--- src/cgd_pkg.sv ---
// Shared constants and types for the clock generator device control registers.
package cgd_pkg;

  // Register offsets on the serial port.
  localparam logic [7:0] CGD_REG_SYNC = 8'h3d;
  localparam logic [7:0] CGD_REG_REACQ = 8'h3e;
  localparam logic [7:0] CGD_REG_CAL = 8'h3f;
  localparam logic [7:0] CGD_REG_ENABLES = 8'h40;

  // Field positions.
  localparam int CGD_CMD_BIT = 7;
  localparam int CGD_EN_A_BIT = 3;
  localparam int CGD_EN_B_BIT = 2;
  localparam int CGD_EN_C_BIT = 1;
  localparam int CGD_EN_D_BIT = 0;

  // Reset values.
  localparam logic [3:0] CGD_EN_RESET = 4'hf;
  localparam logic [7:0] CGD_PTR_RESET = 8'h00;

  // Serial port timing: bits per byte.
  localparam logic [3:0] CGD_BITS_PER_BYTE = 4'h8;

  // Serial port states, one-hot.
  typedef enum logic [8:0] {
    CGD_ST_IDLE = 9'h001,
    CGD_ST_ADDR = 9'h002,
    CGD_ST_ACK_ADDR = 9'h004,
    CGD_ST_REG = 9'h008,
    CGD_ST_ACK_REG = 9'h010,
    CGD_ST_WDATA = 9'h020,
    CGD_ST_ACK_W = 9'h040,
    CGD_ST_RDATA = 9'h080,
    CGD_ST_RACK = 9'h100
  } cgd_i2c_st_t;

  // Clock sources arriving from the output dividers.
  typedef struct packed {
    logic [3:0] a;
    logic [3:0] b;
    logic [1:0] c;
    logic d0;
    logic d1;
  } cgd_bank_src_t;

  // Gated output levels toward the output drivers.
  typedef struct packed {
    logic [3:0] first_bank_outputs;
    logic [3:0] first_bank_outputs_comp;
    logic [3:0] second_bank_outputs;
    logic [3:0] second_bank_outputs_comp;
    logic [1:0] third_bank_outputs;
    logic [1:0] third_bank_outputs_comp;
    logic fourth_bank_diff_output;
    logic fourth_bank_diff_output_comp;
    logic fourth_bank_single_output;
    logic fourth_bank_single_oe_n;
  } cgd_bank_out_t;

endpackage : cgd_pkg
--- src/cgd_device_ctrl.sv ---
// Device control registers with their serial port slave and output bank gating.
// Notes on behaviour
// - A written 1 in the sync command pulses a divider resync, then clears.
// - A written 1 in the reacquire command pulses PLL lock reacquisition, then clears.
// - A written 1 in the calibration command pulses bias calibration, then clears.
// - The three command registers always read back as zero.
// - First bank enable resets to 1; when 0 outputs are true 0, complement 1.
// - Second bank enable resets to 1; when 0 outputs are true 0, complement 1.
// - Third bank enable resets to 1; when 0 outputs are true 0, complement 1.
// - Fourth bank enable resets to 1; when 0 diff goes low, single drives 0.
// - Either powerdown puts the single-ended fourth bank output in high impedance.
// - Reserved bits are written as zero; here they read as zero.
`timescale 1ns/1ps

module cgd_device_ctrl
  import cgd_pkg::*;
#(
  // Seven-bit serial port address; the value is arbitrary.
  parameter logic [6:0] DEV_ADDR = 7'h2a
)
(
  input wire logic clk,
  input wire logic nrst,
  input wire logic scl_in,
  input wire logic sda_in,
  output logic sda_out,
  output logic sda_oe_n,
  input wire cgd_bank_src_t bank_src,
  input wire logic fourth_bank_powerdown,
  input wire logic single_ended_output_powerdown,
  output logic divider_sync_pulse,
  output logic pll_reacquire_trigger,
  output logic bias_calibration_trigger,
  output logic [3:0] bank_enables,
  output cgd_bank_out_t bank_out
);

  typedef struct packed {
    logic scl_s1;
    logic scl_s2;
    logic scl_d;
    logic sda_s1;
    logic sda_s2;
    logic sda_d;
    cgd_i2c_st_t st;
    logic [3:0] cnt;
    logic [7:0] shift;
    logic [7:0] ptr;
    logic rw;
    logic nack;
    logic drive;
    logic [3:0] en;
    logic sync_p;
    logic reacq_p;
    logic cal_p;
    cgd_bank_out_t outs;
  } cgd_state_t;

  cgd_state_t st;
  cgd_state_t next_st;

  // Read value of a register; commands and reserved bits read as zero.
  function automatic logic [7:0] read_reg(input logic [7:0] addr, input logic [3:0] en);
    logic [7:0] v;
    v = 8'h00;
    if (addr == CGD_REG_ENABLES)
    begin
      v = {4'h0, en};
    end
    return v;
  endfunction : read_reg

  // True side of a gated bank: held low while disabled.
  function automatic logic [3:0] gate_true(input logic en, input logic [3:0] src);
    return en ? src : 4'h0;
  endfunction : gate_true

  // Complement side of a gated bank: held high while disabled.
  function automatic logic [3:0] gate_comp(input logic en, input logic [3:0] src);
    return en ? ~src : 4'hf;
  endfunction : gate_comp

  logic scl_rise;
  logic scl_fall;
  logic start_cond;
  logic stop_cond;
  logic wr_now;
  logic load_rd;

  // Bus events come from the second synchroniser stage and its delayed copy only.
  assign scl_rise = st.scl_s2 && !st.scl_d;
  assign scl_fall = !st.scl_s2 && st.scl_d;
  assign start_cond = st.scl_s2 && st.scl_d && st.sda_d && !st.sda_s2;
  assign stop_cond = st.scl_s2 && st.scl_d && !st.sda_d && st.sda_s2;
  assign wr_now = scl_fall && (st.st == CGD_ST_WDATA) && (st.cnt == CGD_BITS_PER_BYTE);
  assign load_rd = scl_fall && (((st.st == CGD_ST_ACK_ADDR) && st.rw)
                   || ((st.st == CGD_ST_RACK) && !st.nack));

  // Next-state logic for the serial slave, the register file and the bank gates.
  always_comb
  begin
    next_st = st;
    next_st.scl_s1 = scl_in;
    next_st.scl_s2 = st.scl_s1;
    next_st.scl_d = st.scl_s2;
    next_st.sda_s1 = sda_in;
    next_st.sda_s2 = st.sda_s1;
    next_st.sda_d = st.sda_s2;
    // Command pulses last one cycle, so the bits are never seen as set.
    next_st.sync_p = 1'b0;
    next_st.reacq_p = 1'b0;
    next_st.cal_p = 1'b0;
    if (stop_cond)
    begin
      next_st.st = CGD_ST_IDLE;
      next_st.drive = 1'b0;
    end
    else if (start_cond)
    begin
      // A repeated start is accepted in any state and keeps the pointer.
      next_st.st = CGD_ST_ADDR;
      next_st.cnt = 4'h0;
      next_st.drive = 1'b0;
    end
    else if (scl_rise)
    begin
      case (st.st)
        CGD_ST_ADDR, CGD_ST_REG, CGD_ST_WDATA:
        begin
          next_st.shift = {st.shift[6:0], st.sda_s2};
          next_st.cnt = st.cnt + 4'h1;
        end
        CGD_ST_RDATA:
        begin
          next_st.cnt = st.cnt + 4'h1;
        end
        CGD_ST_RACK:
        begin
          next_st.nack = st.sda_s2;
        end
        default:
        begin
          next_st.cnt = st.cnt;
        end
      endcase
    end
    else if (scl_fall)
    begin
      case (st.st)
        CGD_ST_ADDR:
        begin
          if (st.cnt == CGD_BITS_PER_BYTE)
          begin
            if (st.shift[7:1] == DEV_ADDR)
            begin
              next_st.rw = st.shift[0];
              next_st.st = CGD_ST_ACK_ADDR;
              next_st.drive = 1'b1;
            end
            else
            begin
              next_st.st = CGD_ST_IDLE;
            end
          end
        end
        CGD_ST_ACK_ADDR:
        begin
          next_st.cnt = 4'h0;
          if (st.rw)
          begin
            next_st.shift = read_reg(st.ptr, st.en);
            next_st.drive = ~next_st.shift[7];
            next_st.st = CGD_ST_RDATA;
          end
          else
          begin
            next_st.drive = 1'b0;
            next_st.st = CGD_ST_REG;
          end
        end
        CGD_ST_REG:
        begin
          if (st.cnt == CGD_BITS_PER_BYTE)
          begin
            next_st.ptr = st.shift;
            next_st.st = CGD_ST_ACK_REG;
            next_st.drive = 1'b1;
          end
        end
        CGD_ST_WDATA:
        begin
          if (st.cnt == CGD_BITS_PER_BYTE)
          begin
            // Only a written 1 fires a command; a 0 does nothing.
            case (st.ptr)
              CGD_REG_SYNC: next_st.sync_p = st.shift[CGD_CMD_BIT];
              CGD_REG_REACQ: next_st.reacq_p = st.shift[CGD_CMD_BIT];
              CGD_REG_CAL: next_st.cal_p = st.shift[CGD_CMD_BIT];
              CGD_REG_ENABLES: next_st.en = st.shift[3:0];
              default: next_st.en = st.en;
            endcase
            next_st.ptr = st.ptr + 8'h01;
            next_st.st = CGD_ST_ACK_W;
            next_st.drive = 1'b1;
          end
        end
        CGD_ST_ACK_REG, CGD_ST_ACK_W:
        begin
          next_st.cnt = 4'h0;
          next_st.drive = 1'b0;
          next_st.st = CGD_ST_WDATA;
        end
        CGD_ST_RDATA:
        begin
          if (st.cnt == CGD_BITS_PER_BYTE)
          begin
            next_st.drive = 1'b0;
            next_st.ptr = st.ptr + 8'h01;
            next_st.st = CGD_ST_RACK;
          end
          else
          begin
            next_st.shift = {st.shift[6:0], 1'b0};
            next_st.drive = ~st.shift[6];
          end
        end
        CGD_ST_RACK:
        begin
          next_st.cnt = 4'h0;
          if (st.nack)
          begin
            next_st.st = CGD_ST_IDLE;
          end
          else
          begin
            next_st.shift = read_reg(st.ptr, st.en);
            next_st.drive = ~next_st.shift[7];
            next_st.st = CGD_ST_RDATA;
          end
        end
        default:
        begin
          next_st.st = CGD_ST_IDLE;
        end
      endcase
    end
    // Disabled banks park in the logic-low state: true 0, complement 1.
    next_st.outs.first_bank_outputs = gate_true(st.en[CGD_EN_A_BIT], bank_src.a);
    next_st.outs.first_bank_outputs_comp = gate_comp(st.en[CGD_EN_A_BIT], bank_src.a);
    next_st.outs.second_bank_outputs = gate_true(st.en[CGD_EN_B_BIT], bank_src.b);
    next_st.outs.second_bank_outputs_comp = gate_comp(st.en[CGD_EN_B_BIT], bank_src.b);
    next_st.outs.third_bank_outputs = st.en[CGD_EN_C_BIT] ? bank_src.c : 2'h0;
    next_st.outs.third_bank_outputs_comp = st.en[CGD_EN_C_BIT] ? ~bank_src.c : 2'h3;
    next_st.outs.fourth_bank_diff_output = st.en[CGD_EN_D_BIT] && bank_src.d0;
    next_st.outs.fourth_bank_diff_output_comp = !st.en[CGD_EN_D_BIT] || !bank_src.d0;
    next_st.outs.fourth_bank_single_output = st.en[CGD_EN_D_BIT] && bank_src.d1;
    // Powerdown overrides the enable: the pin floats whatever the enable says.
    next_st.outs.fourth_bank_single_oe_n = fourth_bank_powerdown
      || single_ended_output_powerdown;
  end

  // One register stage for all state; reset parks every bank in its safe level.
  always_ff @(posedge clk or negedge nrst)
  begin
    if (!nrst)
    begin
      st <= '0;
      st.scl_s1 <= 1'b1;
      st.scl_s2 <= 1'b1;
      st.scl_d <= 1'b1;
      st.sda_s1 <= 1'b1;
      st.sda_s2 <= 1'b1;
      st.sda_d <= 1'b1;
      st.st <= CGD_ST_IDLE;
      st.ptr <= CGD_PTR_RESET;
      st.en <= CGD_EN_RESET;
      st.outs.first_bank_outputs_comp <= 4'hf;
      st.outs.second_bank_outputs_comp <= 4'hf;
      st.outs.third_bank_outputs_comp <= 2'h3;
      st.outs.fourth_bank_diff_output_comp <= 1'b1;
      st.outs.fourth_bank_single_oe_n <= 1'b1;
    end
    else
    begin
      st <= next_st;
    end
  end

  // Open-drain data line: only ever pulled low.
  assign sda_out = 1'b0;
  assign sda_oe_n = ~st.drive;
  assign divider_sync_pulse = st.sync_p;
  assign pll_reacquire_trigger = st.reacq_p;
  assign bias_calibration_trigger = st.cal_p;
  assign bank_enables = st.en;
  assign bank_out = st.outs;
endmodule : cgd_device_ctrl

--- config.mk ---
export PLATFORM = sky130hd
export DESIGN_NAME = cgd_device_ctrl
export DESIGN_NICKNAME = d
export VERILOG_FILES = /design/src/cgd_pkg.sv /design/src/cgd_device_ctrl.sv
export SDC_FILE = /design/constraint.sdc
export NUM_CORES = 1
export LEC_CHECK = 0
export BUFFER_PORTS_ARGS = -buffer_cell sky130_fd_sc_hd__buf_4
export CAP_MARGIN = 15
export CORE_AREA = 4 4 103 105
export CTS_CLUSTER_DIAMETER = 150
export CTS_CLUSTER_SIZE = 24
export DETAILED_ROUTE_END_ITERATION = 10
export DIE_AREA = 0 0 107 109
export SLEW_MARGIN = 5
export SYNTH_ARGS = -nofsm -noshare
export SYNTH_HDL_FRONTEND = slang
export SYNTH_SLANG_ARGS = --single-unit
--- constraint.sdc ---
create_clock -name clk -period 2.7 [get_ports clk]
set_input_delay 0.27 -clock clk [delete_from_list [all_inputs] [get_ports clk]]
set_output_delay 0.27 -clock clk [all_outputs]
set_load 0.02 [all_outputs]
# ---- Yosys cells after proc, flatten, opt, wreduce, memory -nomap -nowiden
# Index checks and enable logic that the tools add are counted.
dict set report classes {
  reduce_logical 37
  mux 64
  n_eq_ne 28
  addsub 2
  bitwise_logic 10
}
# cell count
set ops {}
lappend ops {{8-bit two-way mux} 23}
lappend ops {{9-bit case mux with 7 select lines} 1}
lappend ops {{9-bit two-way mux} 6}
lappend ops {{4-bit two-way mux} 8}
lappend ops {{30-bit two-way mux} 1}
lappend ops {{8-bit by 6-bit == test with 1-bit output (second input constant)} 3}
lappend ops {{8-bit case mux with 3 select lines} 1}
lappend ops {{7-bit AND reduction} 3}
lappend ops {{4-bit inequality test (second input constant)} 5}
lappend ops {{8-bit case mux with 2 select lines} 1}
lappend ops {{8-bit AND reduction} 2}
lappend ops {{1-bit two-way mux} 14}
lappend ops {{13-bit two-way mux} 1}
lappend ops {{12-bit two-way mux} 1}
lappend ops {{9-bit by 2-bit == test with 1-bit output (second input constant)} 1}
lappend ops {{9-bit by 3-bit == test with 1-bit output (second input constant)} 1}
lappend ops {{9-bit by 4-bit == test with 1-bit output (second input constant)} 1}
lappend ops {{9-bit by 5-bit == test with 1-bit output (second input constant)} 1}
lappend ops {{9-bit by 6-bit == test with 1-bit output (second input constant)} 1}
lappend ops {{9-bit by 7-bit == test with 1-bit output (second input constant)} 1}
lappend ops {{9-bit by 8-bit == test with 1-bit output (second input constant)} 1}
lappend ops {{9-bit == test (second input constant)} 1}
lappend ops {{1-bit logical AND} 9}
lappend ops {{3-bit two-way mux} 3}
lappend ops {{other kinds (28)} 51}
dict set report totals {
  wordCells 168
  input_bits 18
  register_bits 69
}

# ---- Depth between registers and ports, before layout
dict set report depth {
  ltp_word 15
  mapped_depth 8
  depth_no_buf 7
}

# ---- Worst setup path after synthesis
# No wires, ideal clock.
dict set report synth_path {
  path_type {register to register}
  from {register st[66] (netlist name)}
  to {register st (netlist bit bank_enables[0])}
  path_slack_ps 466
  setup_ps 82
  arrival_time_ps 2152
  stages_incl_launch_ff 8
  synth_period_minus_slack_ps 2234
  path_cell_list {dfstp_2 > inv_1 > ha_1 > clkbuf_1 > or2_2 > or3_1 > nor2_2 > mux2_2}
}
dict set report synth_between {
  elab_chain_cells 5
  elab_cells_between_ends 12
  cone_classes {3 x bitwise; 9 x reduce/logical}
}
# item line_no
set synth_lines {}
lappend synth_lines {{from (decl)} cgd_device_ctrl.sv:59} ;# cgd_state_t st;
lappend synth_lines {{from (signal assigned)} cgd_device_ctrl.sv:285} ;# st <= next_st;
lappend synth_lines {{1-bit logical AND} {cgd_device_ctrl.sv:93, cgd_device_ctrl.sv:94}}
lappend synth_lines {{1-bit logical AND, on equally long branches (2 in series)} {cgd_device_ctrl.sv:93, cgd_device_ctrl.sv:94}}
lappend synth_lines {{1-bit inverter (no source line)} n/a}
lappend synth_lines {{7-bit AND reduction (no source line) (*)} n/a}
# Every way passes the cells marked *; elsewhere a longest branch is shown, timed or not.
# A chain may end at the register's enable or synchronous reset.

# ---- Final worst setup path
dict set report layout_path {
  from {register st[56] (netlist name)}
  to {register st[60] (netlist name)}
}
dict set report layout_between {
  elab_chain_cells 7
  elab_cells_between_ends 19
  cone_classes {12 x eq/ne; 5 x mux; 2 x reduce/logical}
}
# item line_no
set layout_lines {}
lappend layout_lines {{9-bit by 5-bit == test with 1-bit output or 9-bit by 7-bit == test with 1-bit output (tied branches)} cgd_device_ctrl.sv:149} ;# case (st.st)
lappend layout_lines {{2-bit OR reduction} cgd_device_ctrl.sv:149}
lappend layout_lines {{9-bit case mux with 7 select lines} cgd_device_ctrl.sv:149}
lappend layout_lines {{30-bit two-way mux} cgd_device_ctrl.sv:147} ;# else if (scl_fall)
lappend layout_lines {{9-bit two-way mux} cgd_device_ctrl.sv:125} ;# else if (scl_rise)
lappend layout_lines {{13-bit two-way mux} cgd_device_ctrl.sv:118} ;# else if (start_cond)
lappend layout_lines {{9-bit two-way mux} cgd_device_ctrl.sv:113} ;# if (stop_cond)
# Several ways; a longest one is shown, not always the timed one. The select of a mux whose other input is x is not followed.

==> impl_metrics.prom <==
# TYPE chip_impl_metric gauge
chip_impl_info{name="result_of_the_run",value="completed"} 1
chip_impl_metric{name="finalMaxSlewViolations",unit=""} 0
chip_impl_info{name="r2r-start",value="st[56]"} 1
chip_impl_metric{name="post_detailed_routing_wire_length",unit="mm"} 7.74
chip_impl_metric{name="share_of_the_core_filled_with_cells",unit="%"} 44.7
chip_impl_metric{name="io_pins",unit=""} 51
chip_impl_metric{name="clk_pin_slew",unit="ns"} 0.08
chip_impl_metric{name="drive_gt1_share",unit="%"} 32.6
chip_impl_metric{name="holdWs",unit="ns"} 0.0176
chip_impl_metric{name="clock_sinks",unit=""} 69
chip_impl_info{name="worst-setup-path-type",value="reg -> reg"} 1
chip_impl_metric{name="layout_min_cycle_time",unit="ns"} 2.32
chip_impl_metric{name="maximum_clock_frequency",unit="MHz"} 432
chip_impl_info{name="startpoint_type_of_the_worst_setup_path",value="flop"} 1
chip_impl_metric{name="final_hold_fails",unit=""} 0
chip_impl_metric{name="port_bufs",unit=""} 49
chip_impl_metric{name="drc",unit=""} 0
chip_impl_metric{name="wire_per_inst",unit="um"} 14.8
chip_impl_metric{name="cts-root-to-sink-buffers",unit=""} 2
chip_impl_metric{name="htree_num_levels",unit=""} 3
chip_impl_metric{name="first_global_vias",unit=""} 2521
chip_impl_metric{name="grt_pass1_wl",unit="mm"} 12.8
chip_impl_metric{name="synth_nets",unit=""} 385
chip_impl_metric{name="worstMarginPinSlew",unit="ns"} 0.825
chip_impl_metric{name="worstRegToRegCells",unit=""} 5
chip_impl_metric{name="die_w",unit="um"} 107
chip_impl_metric{name="worst_skew_pair_later_pin_latency",unit="ns"} 0.35
chip_impl_metric{name="core_region_area",unit="sq um"} 9640
chip_impl_metric{name="synth.top_cell.area_share",unit="%"} 30.3
chip_impl_metric{name="ys_warn_count",unit=""} 0
chip_impl_metric{name="fp.dieH",unit="um"} 109
chip_impl_info{name="synth_largest_area_cell",value="dfrtp_1"} 1
chip_impl_metric{name="seq_area_frac_synth",unit="%"} 46.2
chip_impl_metric{name="num_rows",unit=""} 36
chip_impl_metric{name="ys_ff_latch",unit=""} 69
chip_impl_info{name="timing.hold.worst.class",value="in -> async"} 1
chip_impl_metric{name="design.final.nets",unit=""} 411
chip_impl_metric{name="first_iter_violations",unit=""} 113
chip_impl_metric{name="synth-edff-count",unit=""} 0
chip_impl_metric{name="critical_path_arrival",unit="ns"} 2.56
chip_impl_metric{name="avgSynthCellArea",unit="sq um"} 10.6
chip_impl_metric{name="antenna_violating_nets_post_route",unit=""} 0
chip_impl_metric{name="tritoncts.num_buffers",unit=""} 9
chip_impl_info{name="tritoncts",value="built"} 1
chip_impl_info{name="most-common-layout-cells",value="54 x buf_4, 46 x dfrtp_1, 28 x inv_1, 23 x dfstp_2, 20 x nand2_1"} 1
chip_impl_info{name="layout.cells.most_common",value="buf_4"} 1
chip_impl_metric{name="cp_max_fo",unit=""} 11
chip_impl_metric{name="synth-async-reset-ratio",unit="%"} 100
chip_impl_metric{name="gr-usage-all-layers",unit="%"} 14.0
chip_impl_info{name="synth_ff_type",value="dfrtp_1"} 1
chip_impl_metric{name="detail_route.first_pass.iterations",unit=""} 4
chip_impl_metric{name="leakagePower",unit="uW"} 0.00188
chip_impl_metric{name="route.vias.total",unit=""} 2682
chip_impl_metric{name="power.ir.vdd_worst",unit="mV"} 0.305
chip_impl_metric{name="design.die.area",unit="sq um"} 11700
chip_impl_metric{name="flow.area_growth_from_synthesis",unit="%"} 13.4
chip_impl_info{name="clk_root_buffer_cell",value="clkbuf_8"} 1
chip_impl_metric{name="r2r_slack",unit="ns"} 0.38
chip_impl_metric{name="timing.clock.skew",unit="ns"} 0.0101
chip_impl_metric{name="post-dp-hpwl",unit="mm"} 5.60
chip_impl_metric{name="required",unit="ns"} 2.94
chip_impl_info{name="end_kind",value="flop"} 1
chip_impl_info{name="grt_setup_unrepaired",value="no"} 1
chip_impl_metric{name="postCtsResizedCells",unit=""} 0
chip_impl_metric{name="antenna_cells_inserted",unit=""} 0
chip_impl_metric{name="grt_max_degree",unit=""} 70
chip_impl_metric{name="cellPowerDensity",unit="nW/um^2"} 524
chip_impl_info{name="endpoint_of_the_worst_slack_reg_to_reg_timing_path",value="st[60]"} 1
chip_impl_metric{name="finalSetupViolations",unit=""} 0
chip_impl_metric{name="max-cap-violations",unit=""} 0
chip_impl_metric{name="slew-limit-headroom",unit="%"} 45.0
chip_impl_metric{name="place.gp.congestion",unit=""} 0.914
chip_impl_metric{name="syn_inst",unit=""} 358
chip_impl_metric{name="power.total",unit="uW"} 2260
chip_impl_metric{name="yosys.cell_types.count",unit=""} 69
chip_impl_metric{name="post_cts_setup_repair_buffer_count",unit=""} 0
chip_impl_info{name="timing.critical_path.from",value="st[56]"} 1
chip_impl_metric{name="viasPerCell",unit=""} 5.14
chip_impl_metric{name="totalNegativeSetupSlack",unit="ns"} 0
chip_impl_info{name="synth_top_cells_by_area",value="dfrtp_1 30%, dfstp_2 16%, buf_4 5.9%"} 1
chip_impl_info{name="worst_setup_path_endpoint",value="st[60]"} 1
chip_impl_metric{name="start_util",unit="%"} 39.4
chip_impl_metric{name="overflow",unit=""} 0
chip_impl_metric{name="antenna_violations_before_repair",unit=""} 0
chip_impl_metric{name="postCtsHoldBufs",unit=""} 0
chip_impl_metric{name="netlist_area",unit="sq um"} 3800
chip_impl_metric{name="timing.final.crit_share",unit="%"} 85.8
-- worst min path at each step --
stage,startpoint,to,slack (ns),cells past startpoint
global route,scl_in,next_st[67],0.0009,1
finish,nrst,st[35],0.02,1
detailed placement,next_st[67],next_st[66],0.35,0
floorplan,nrst,bank_out[12],-0.03,0
CTS,sda_in,next_st[64],0.01,1
global placement,next_st[67],next_st[66],0.35,0
-- through the flow --
step | std cells | instance area, sq um | worst slack, ns
floorplan | 358 | 3800 | 0.466
global placement | 506 | 4080 | 0.423
detailed placement | 506 | 4080 | 0.410
CTS | 522 | 4310 | 0.394
global route | 522 | 4310 | 0.234
finish | 522 | 4310 | 0.383
-- synthesized netlist by cell type (4+ instances only) --
cell / instances
a211oi_1: 5
a21oi_1: 13
a22o_1: 7
and2_1: 13
buf_4: 30
buf_6: 4
dfrtp_1: 46
dfstp_2: 23
ha_1: 9
inv_1: 28
mux2_2: 11
mux2i_1: 6
nand2_1: 20
nand2b_1: 4
nand3_1: 12
nand3b_1: 4
nor2_1: 14
nor2b_1: 5
nor3_1: 9
o21ai_0: 13
or2_2: 4
or3_1: 4
xor2_1: 4
-- area by class of cell --
| type | instances | area (sq um) |
|---|---|---|
| clock inverter | 7 | 106 |
| multi-input combinational | 222 | 1650 |
| clock buffer | 9 | 124 |
| timing repair buffer | 54 | 405 |
| inverter | 28 | 105 |
| tap | 133 | 166 |
| sequential | 69 | 1760 |
| fill | 962 | 5330 |
-- routing by layer --
layer / track usage [%] / part of all wire, % / vias up
met5: 0 / 0 / -
met4: 4.47 / 1.0 / 0
met3: 4.85 / 7.2 / 10
met2: 21.7 / 48 / 97
met1: 18.4 / 44 / 1290
li1: - / - / 1285
-- worst max-delay path, stage by stage (launching register included) --
cell and delay, ns:
dfrtp_1 0.55, nor3_2 0.40, nand3_1 0.32, a21oi_1 0.37, o21ai_1 0.23, mux2_2 0.33
-- registers in the layout, summed over array words and instances (netlist names) --
name	flops
next_st	4
bank_out	24
bias_calibration_trigger	1
pll_reacquire_trigger	1
divider_sync_pulse	1
st	34
bank_enables	4
-- cells by family after synthesis --
group                      Yosys count  synth area share, %
and+or+nand+nor                    121                 20.4
buffers and inverters               67                 10.5
xor gates and xnor gates             5                 1.15
muxes                               20                 5.73
other                                1               0.0987
adders and majority gates            9                 2.96
AOI/OAI and AO/OA                   66                 13.0
DFF                                 69                 46.2
-- report_power, final --
| group | switching (uW) | internal (uW) | total [uW] |
|---|---|---|---|
| clock network | 433 | 536 | 969 |
| logic | 116 | 81.9 | 198 |
| registers | 30.6 | 1060 | 1090 |
| total | 580 | 1680 | 2260 |
(Power assumes the default switching activity.)
